==> src/shared/pei_consts.svh <==
// Offsets, field positions, reset values and limits of the PHY extended control and interrupt block
`ifndef PEI_CONSTS_SVH
`define PEI_CONSTS_SVH

`define PEI_IDX_CTRL2        8'h18
`define PEI_IDX_MASK         8'h19
`define PEI_IDX_STATUS       8'h1a
`define PEI_ADDR_LSB         2
`define PEI_ADDR_W           12

`define PEI_EDGE_HI          15
`define PEI_EDGE_LO          13
`define PEI_SGIN_HI          8
`define PEI_SGIN_LO          7
`define PEI_SGOUT_BIT        6
`define PEI_JUMBO_HI         5
`define PEI_JUMBO_LO         4
`define PEI_AMP_HI           3
`define PEI_AMP_LO           1
`define PEI_LOOP_BIT         0

`define PEI_EDGE_RST         3'h6
`define PEI_SGIN_RST         2'h0
`define PEI_JUMBO_RST        2'h0
`define PEI_AMP_RST          3'h0

`define PEI_PIN_EN_BIT       15
`define PEI_SUMMARY_BIT      15
`define PEI_EV_SPEED         14
`define PEI_EV_LINK          13
`define PEI_EV_DUPLEX        12
`define PEI_EV_AN_ERR        11
`define PEI_EV_AN_DONE       10
`define PEI_EV_PD_DET        9
`define PEI_EV_MEDIA         4
`define PEI_EV_DOWNSHIFT     2
`define PEI_EV_MS_ERR        1
`define PEI_EV_IMPL          16'h7e16
`define PEI_MASK_IMPL        16'hfe16
`define PEI_MASK_SOFT_KEEP   16'hf616
`define PEI_ADV_ALL          4'hf

`define PEI_LEN_STD          15'h0600
`define PEI_LEN_9K           15'h2400
`define PEI_LEN_12K          15'h3000
`define PEI_LEN_16K          15'h4000
`define PEI_PPM_100          2'h0
`define PEI_PPM_70           2'h1
`define PEI_PPM_60           2'h2

`endif

==> src/shared/pei_pkg.sv <==
// Types shared by the PHY extended control and interrupt block
package pei_pkg;

	typedef enum logic [1:0] {
		PEI_JUMBO_STD = 2'b00,
		PEI_JUMBO_9K  = 2'b01,
		PEI_JUMBO_12K = 2'b10,
		PEI_JUMBO_RSV = 2'b11
	} pei_jumbo_t;

	typedef struct packed {
		logic        psel;
		logic        penable;
		logic        pwrite;
		logic [11:0] paddr;
		logic [31:0] pwdata;
	} pei_apb_req_t;

	typedef struct packed {
		logic        pready;
		logic        pslverr;
		logic [31:0] prdata;
	} pei_apb_rsp_t;

	typedef struct packed {
		logic [2:0] edge_rate;
		logic [1:0] sgmii_in_preamble;
		logic       sgmii_out_preamble;
		pei_jumbo_t jumbo_mode;
		logic [2:0] tx_amplitude;
		logic       connector_loopback;
	} pei_ctrl_t;

	typedef struct packed {
		logic speed_change;
		logic link_change;
		logic full_duplex_change;
		logic an_error;
		logic an_complete;
		logic pd_detect;
		logic media_change;
		logic downshift;
		logic ms_error;
	} pei_events_t;

endpackage : pei_pkg

==> src/pei_event_gate.sv <==
// Qualifies raw event pulses into status set requests in the status layout
`include "pei_consts.svh"
module pei_event_gate (
	input  wire pei_pkg::pei_events_t events,
	input  wire logic                 an_enable,
	input  wire logic [3:0]           adv_bits,
	input  wire logic [15:0]          mask,
	output logic [15:0]               set_req
);
	import pei_pkg::*;

	logic [15:0] raw;

	always_comb begin
		raw = 16'h0000;
		raw[`PEI_EV_SPEED]     = events.speed_change & an_enable;
		raw[`PEI_EV_LINK]      = events.link_change;
		raw[`PEI_EV_DUPLEX]    = events.full_duplex_change & an_enable;
		raw[`PEI_EV_AN_ERR]    = events.an_error;
		raw[`PEI_EV_AN_DONE]   = events.an_complete;
		raw[`PEI_EV_PD_DET]    = events.pd_detect;
		raw[`PEI_EV_MEDIA]     = events.media_change;
		raw[`PEI_EV_DOWNSHIFT] = events.downshift & (adv_bits == `PEI_ADV_ALL);
		raw[`PEI_EV_MS_ERR]    = events.ms_error;
		set_req = raw & mask & `PEI_EV_IMPL;
	end

endmodule : pei_event_gate

==> src/pei_status_bank.sv <==
// Sticky interrupt status bits with summary, read-to-clear and write-one-to-clear
`include "pei_consts.svh"
module pei_status_bank (
	input  wire logic        clk,
	input  wire logic        rst_b,
	input  wire logic [15:0] set_req,
	input  wire logic        read_clear,
	input  wire logic [15:0] w1c,
	output logic [15:0]      status,
	output logic [15:0]      next_status
);
	import pei_pkg::*;

	logic [15:0] clr;
	logic [15:0] kept;

	always_comb begin
		clr  = read_clear ? 16'hffff : w1c;
		kept = ((status & ~clr) | set_req) & `PEI_EV_IMPL;                // Set wins over clear
		next_status = kept;
		next_status[`PEI_SUMMARY_BIT] = |kept;
	end

	always_ff @(posedge clk) begin
		if (!rst_b) begin
			status <= 16'h0000;
		end else begin
			status <= next_status;
		end
	end

endmodule : pei_status_bank

==> src/pei_ext_ctrl_irq.sv <==
// Extended control two, interrupt mask and interrupt status registers behind APB
//
// Functional notes
// - Edge-rate trim at bits 15:13, reset 110, codes 011 slowest to 100 fastest.
// - SGMII input preamble need at bits 8:7, reset 00; 11 reserved.
// - SGMII output preamble bit 6, reset 0; 1 sends two-byte preamble.
// - Jumbo mode bits 5:4, reset 00: standard, 9 KB, 12 KB, reserved.
// - Jumbo limits assume 100 ppm clock; 60 ppm gives larger limits in both modes, 70 ppm only in 12 KB mode.
// - Transmit amplitude trim at bits 3:1, reset 000 nominal.
// - Connector loopback enable at bit 0, reset 0.
// - Mask bits 14,13,12,11,10,9,4,2,1 read-write, reset 0, one enables event.
// - With mask bit 15 set, interrupt pin follows summary status bit 15.
// - Clearing mask bit 15 only blocks the pin; status keeps working.
// - Reading the status register clears all its set bits.
// - Status bit 15 summarises pending events; software reads 14:0 for cause.
// - Speed and duplex change events need auto-negotiation enable.
// - Downshift event needs all four advertisement bits set.
// - Status positions: 13,11,10,9,4,2,1 plus 14,12; one means pending.
`include "pei_consts.svh"
module pei_ext_ctrl_irq (
	input  wire logic                 clk,
	input  wire logic                 rst_b,
	input  wire logic                 soft_reset,
	input  wire pei_pkg::pei_apb_req_t apb_req,
	output pei_pkg::pei_apb_rsp_t     apb_rsp,
	input  wire pei_pkg::pei_events_t events,
	input  wire logic                 an_enable,
	input  wire logic [3:0]           adv_bits,
	input  wire logic [1:0]           ref_ppm_tier,
	output pei_pkg::pei_ctrl_t        ctrl,
	output logic [14:0]               jumbo_max_len,
	output logic                      irq,
	output logic                      interrupt_output_pin_out,
	output logic                      interrupt_output_pin_oe
);
	import pei_pkg::*;

	logic [15:0] mask;
	logic [15:0] set_req;
	logic [15:0] status;
	logic [15:0] next_status;
	logic [15:0] w1c;
	logic        read_clear;
	logic        setup;
	logic        access;
	logic        wr_ctrl;
	logic        wr_mask;
	logic        wr_status;
	logic [15:0] rd_word;
	logic        rd_err;
	logic [14:0] next_len;

	function automatic logic [9:0] reg_index(input logic [11:0] addr);
		reg_index = addr[11:`PEI_ADDR_LSB];
	endfunction : reg_index

	function automatic logic is_reg(input logic [11:0] addr, input logic [7:0] idx);
		is_reg = (reg_index(addr) == {2'b00, idx}) && (addr[1:0] == 2'b00);
	endfunction : is_reg

	function automatic logic [15:0] ctrl_word(input pei_ctrl_t c);
		ctrl_word = 16'h0000;
		ctrl_word[`PEI_EDGE_HI:`PEI_EDGE_LO] = c.edge_rate;
		ctrl_word[`PEI_SGIN_HI:`PEI_SGIN_LO] = c.sgmii_in_preamble;
		ctrl_word[`PEI_SGOUT_BIT]            = c.sgmii_out_preamble;
		ctrl_word[`PEI_JUMBO_HI:`PEI_JUMBO_LO] = c.jumbo_mode;
		ctrl_word[`PEI_AMP_HI:`PEI_AMP_LO]   = c.tx_amplitude;
		ctrl_word[`PEI_LOOP_BIT]             = c.connector_loopback;
	endfunction : ctrl_word

	// APB phases; the answer comes in the first access cycle
	assign setup  = apb_req.psel & ~apb_req.penable;
	assign access = apb_req.psel & apb_req.penable & apb_rsp.pready;

	assign wr_ctrl   = access & apb_req.pwrite & is_reg(apb_req.paddr, `PEI_IDX_CTRL2);
	assign wr_mask   = access & apb_req.pwrite & is_reg(apb_req.paddr, `PEI_IDX_MASK);
	assign wr_status = access & apb_req.pwrite & is_reg(apb_req.paddr, `PEI_IDX_STATUS);
	assign read_clear = access & ~apb_req.pwrite & is_reg(apb_req.paddr, `PEI_IDX_STATUS);
	assign w1c = wr_status ? (apb_req.pwdata[15:0] & `PEI_EV_IMPL) : 16'h0000;

	// Read data and error decode
	always_comb begin
		rd_word = 16'h0000;
		rd_err  = 1'b0;
		if (is_reg(apb_req.paddr, `PEI_IDX_CTRL2)) begin
			rd_word = ctrl_word(ctrl);
		end else if (is_reg(apb_req.paddr, `PEI_IDX_MASK)) begin
			rd_word = mask & `PEI_MASK_IMPL;
		end else if (is_reg(apb_req.paddr, `PEI_IDX_STATUS)) begin
			rd_word = status;
		end else begin
			rd_err = 1'b1;
		end
	end

	// Bus answer registered at setup, held through the access cycle
	always_ff @(posedge clk) begin
		if (!rst_b) begin
			apb_rsp <= '0;
		end else if (setup) begin
			apb_rsp.pready  <= 1'b1;
			apb_rsp.pslverr <= rd_err;
			apb_rsp.prdata  <= apb_req.pwrite ? 32'h0000_0000 : {16'h0000, rd_word};
		end else begin
			apb_rsp <= '0;
		end
	end

	// Edge rate, preambles and jumbo are sticky; amplitude and loopback are not
	always_ff @(posedge clk) begin
		if (!rst_b) begin
			ctrl.edge_rate          <= `PEI_EDGE_RST;
			ctrl.sgmii_in_preamble  <= `PEI_SGIN_RST;
			ctrl.sgmii_out_preamble <= 1'b0;
			ctrl.jumbo_mode         <= pei_jumbo_t'(`PEI_JUMBO_RST);
		end else if (wr_ctrl) begin
			ctrl.edge_rate          <= apb_req.pwdata[`PEI_EDGE_HI:`PEI_EDGE_LO];
			ctrl.sgmii_in_preamble  <= apb_req.pwdata[`PEI_SGIN_HI:`PEI_SGIN_LO];
			ctrl.sgmii_out_preamble <= apb_req.pwdata[`PEI_SGOUT_BIT];
			ctrl.jumbo_mode <= pei_jumbo_t'(apb_req.pwdata[`PEI_JUMBO_HI:`PEI_JUMBO_LO]);
		end
	end

	always_ff @(posedge clk) begin
		if (!rst_b || soft_reset) begin
			ctrl.tx_amplitude       <= `PEI_AMP_RST;
			ctrl.connector_loopback <= 1'b0;
		end else if (wr_ctrl) begin
			ctrl.tx_amplitude       <= apb_req.pwdata[`PEI_AMP_HI:`PEI_AMP_LO];
			ctrl.connector_loopback <= apb_req.pwdata[`PEI_LOOP_BIT];
		end
	end

	// Mask register; the auto-negotiation error mask (bit 11) is the only non-sticky bit
	always_ff @(posedge clk) begin
		if (!rst_b) begin
			mask <= 16'h0000;
		end else if (wr_mask) begin
			mask <= apb_req.pwdata[15:0] & `PEI_MASK_IMPL;
		end else if (soft_reset) begin
			mask <= mask & `PEI_MASK_SOFT_KEEP;
		end
	end

	// Jumbo length limit from mode and reference clock quality
	always_comb begin
		case (ctrl.jumbo_mode)
			PEI_JUMBO_9K: begin
				next_len = (ref_ppm_tier == `PEI_PPM_60) ? `PEI_LEN_12K : `PEI_LEN_9K;
			end
			PEI_JUMBO_12K: begin
				next_len = (ref_ppm_tier == `PEI_PPM_100) ? `PEI_LEN_12K : `PEI_LEN_16K;
			end
			default: begin
				next_len = `PEI_LEN_STD;
			end
		endcase
	end

	always_ff @(posedge clk) begin
		if (!rst_b) begin
			jumbo_max_len <= `PEI_LEN_STD;
		end else begin
			jumbo_max_len <= next_len;
		end
	end

	pei_event_gate pei_event_gate_inst (
		.events    (events),
		.an_enable (an_enable),
		.adv_bits  (adv_bits),
		.mask      (mask),
		.set_req   (set_req)
	);

	pei_status_bank pei_status_bank_inst (
		.clk         (clk),
		.rst_b       (rst_b),
		.set_req     (set_req),
		.read_clear  (read_clear),
		.w1c         (w1c),
		.status      (status),
		.next_status (next_status)
	);

	// Interrupt line follows pending unmasked status regardless of pin enable
	always_ff @(posedge clk) begin
		if (!rst_b) begin
			irq <= 1'b0;
		end else begin
			irq <= |(next_status & mask & `PEI_EV_IMPL);
		end
	end

	// Open-drain pin: pulled low while enabled and summary pending
	always_ff @(posedge clk) begin
		if (!rst_b) begin
			interrupt_output_pin_out <= 1'b0;
			interrupt_output_pin_oe  <= 1'b0;
		end else begin
			interrupt_output_pin_out <= 1'b0;
			interrupt_output_pin_oe  <= mask[`PEI_PIN_EN_BIT]
				& next_status[`PEI_SUMMARY_BIT];
		end
	end

endmodule : pei_ext_ctrl_irq

==> config.mk <==
export PLATFORM = sky130hd
export DESIGN_NAME = pei_ext_ctrl_irq
export DESIGN_NICKNAME = d
export VERILOG_FILES = /design/src/shared/pei_pkg.sv /design/src/pei_event_gate.sv /design/src/pei_status_bank.sv /design/src/pei_ext_ctrl_irq.sv
export VERILOG_INCLUDE_DIRS = /design/src /design/src/shared
export SDC_FILE = /design/constraint.sdc
export NUM_CORES = 1
export LEC_CHECK = 0
export ABC_AREA = 1
export BUFFER_PORTS_ARGS = -buffer_cell sky130_fd_sc_hd__buf_4
export CORE_MARGIN = 5
export CORE_UTILIZATION = 35
export DETAILED_ROUTE_END_ITERATION = 10
export PLACE_DENSITY_LB_ADDON = 0.1
export SLEW_MARGIN = 10
export SYNTH_ARGS = -nofsm -noshare
export SYNTH_HDL_FRONTEND = slang
export SYNTH_SLANG_ARGS = --single-unit
==> constraint.sdc <==
create_clock -name clk -period 1.3 [get_ports clk]
set_input_delay 0.13 -clock clk [delete_from_list [all_inputs] [get_ports clk]]
set_output_delay 0.13 -clock clk [all_outputs]
set_load 0.02 [all_outputs]
==> flow_summary.toml <==
[layout]
fin_area_um2 = 3820
syn_to_final_growth_pct = 43.5
num_antenna_cells = 0
layout.nets = 540
fill_cells = 728
stdcell_count = 576
drive_gt1_frac = 0.314

[floorplan]
start_util = 0.363
die_y_um = 97.2
fp.dieW_um = 97.2
ios = 130
num_rows = 31
core_area_um2 = 7330
die-area_um2 = 9440

[pwr]
ir_drop_uv = 405
p_int_mw = 2.96
pwr-share-seq = 0.453
combPwrFrac = 0.082
p_sw_frac = 0.234
switching_power_uw = 903
p_leak_nw = 1.82
p_total_mw = 3.86
power_density_nw_per_um2 = 1010
clock_power_share = 0.465

[drt]
post-route-drc-count = 0
drt-vias-per-instance = 4.52
post_drt_wl_per_cell_um = 13.6
wl_um = 7830
route.vias.total = 2605
dr.pass1.iters = 4
drt_iter0_drc = 169
ant_nets = 0

[sta]
hold_slack_ps = 5.65
setup_viol = 27
slew_viol_final = 0
rsz0062_at_grt = "true"
min_period_ps = 1550
clock_skew_ps = 12.6
hold_viol = 0
fin_crit_sh = 1.19
fin_ws_ps = -250
fmax_mhz = 645

[synthesis]
synthCells = 362
seq_area_frac_synth = 0.429
async_flop_share = 0
netlist_area_um2 = 2660
synth_warnings = 0
yosys-top-cells-count = "57 x dfxtp_1, 57 x nand2_1, 54 x inv_1"
synth.distinct_cells = 27
yosysTopAreaCellShare = 0.429
synth_ff_type = "dfxtp_1"
ys_seq_elements = 57
synth_area_leaders = "dfxtp_1 43%, nand2_1 8.0%, buf_4 7.9%"
avgSynthCellArea_um2 = 7.35
synth_top_area_cell = "dfxtp_1"
synth_edf_count = 0

[worst_hold_path]
min_from = "apb_req[45]"
hold_path_class = "primary input to flip-flop"

[setup_path]
crit_start = "apb_rsp[33]"
cp_max_fo = 5
cp-end-kind = "flip-flop"
r2r_start = "apb_rsp[33]"
start_kind = "flip-flop"
required_ps = 1550
crit_arrival_ps = 1800
path_class = "flip-flop to flip-flop"

[clocking]
clock_latency_ps = 340
cts_num_sinks = 57
cts_max_path_buffers = 2
clk_pin_slew_ps = 70
clockRootBuffer = "clkbuf_8"
tritoncts = "built"
numCtsBuffers = 9
ctsHoldBuffers = 0
cts.htree.levels = 3

[placement]
port_buffers = 86
post-dp-hpwl_um = 5660
post_dp_cell_area_um2 = 3490
place_congestion = 0.805
dp.cells = 554

[grt]
antenna_found_initial = 0
grt_use_met2 = 0.266
grt_max_degree = 24
grt_pass1_vias = 2526
overflow = 0
grt.met3_usage = 0.0380
grtUsageMet1 = 0.203
grt_pass1_wl_um = 12300
busiest_layer = "met2"
grt_usage = 0.162

[run_status]
status = "finished with violations"
failed_checks = "setup timing"

[flow_run]
drv_cap = 0
## timing repair
action	in CTS	in global routing
buffers inserted	3	1
setup endpoints to repair	33	41
gates resized for setup	3	14
gates cloned	1	2
pin swaps	3	4
## worst max-delay path, cell delays in order, from the launching register on
cell and delay [ps]:
dfxtp_4 360, nand3_4 120, nor2_4 210, buf_4 140, nand4_1 100, nand3_1 100
nand2_1 70, nand2_1 70, nand2_1 50, nor2_1 90, nand3_1 70, nand2_1 60
inv_1 40
## metal layers
metal  up-vias  wire, um  part of all wire
met4         0       149             0.019
met2       111      3740              0.48
li1       1326         -                 -
met5         -         0                 0
met3        15       555             0.071
met1      1153      3390              0.43
## layout by cell type (no fill, tap or decap), drive strengths merged, types with 2 or more instances in the layout
master	count
ha	2
buf	112
nand3	34
nor2	36
nand4	7
o21ai	24
nor3	11
nand2	59
bufinv	2
clkbuf	12
conb	27
inv	55
o211ai	7
dfxtp	57
a21oi	26
## final cells by class
type | instances | area (um2) | share of cell area
Multi-Input combinational cell | 237 | 1220 | 0.319
Tap cell | 99 | 124 | 0.0324
Inverter | 54 | 203 | 0.0531
Timing Repair Buffer | 113 | 920 | 0.241
Clock buffer | 11 | 131 | 0.0344
Sequential cell | 57 | 1140 | 0.300
Clock inverter | 5 | 78.8 | 0.0206
## metrics by stage
step           utilization  worst slack [ps]  TNS (ps)
6_report             0.521              -250     -2980
5_1_grt              0.521              -349     -5130
4_1_cts              0.510              -218     -3580
3_5_place_dp         0.476              -396     -8250
3_3_place_gp         0.476              -353     -7260
2_1_floorplan            -              -116      -311
## power groups by stage
stage          clock network (mW)  logic, mW  registers [mW]
2_1_floorplan                   0      0.191            1.79
3_3_place_gp                    0      0.300            1.79
3_5_place_dp                    0      0.302            1.79
4_1_cts                      1.82      0.307            1.75
5_1_grt                      1.90      0.341            1.75
6_report                     1.79      0.315            1.75
## worst paths after layout
path / endpoint / slack [ps] / cells past startpoint
max: irq / -250 / 12
min: apb_rsp[33] / 6 / 2
max reg2reg: irq / -250 / 12
min reg2reg: interrupt_output_pin_oe / 460 / 2
## cells by family after synthesis
kind of cell,Yosys count,share of synthesized area
buffers and inverters,96,0.183
flip-flops,57,0.429
adder cells (fa/ha/maj),2,0.00941
other,1,0.00141
AND/OR/NAND/NOR,149,0.263
AO/OA/AOI/OAI,57,0.114
## flip-flops by register name (all words and copies together), names as in the netlist
name                         count
ctrl                            12
pei_status_bank_inst.status     10
apb_rsp                         18
irq                              1
mask                            10
interrupt_output_pin_oe          1
jumbo_max_len                    5
Note: power is estimated with default switching activity, not from simulation.
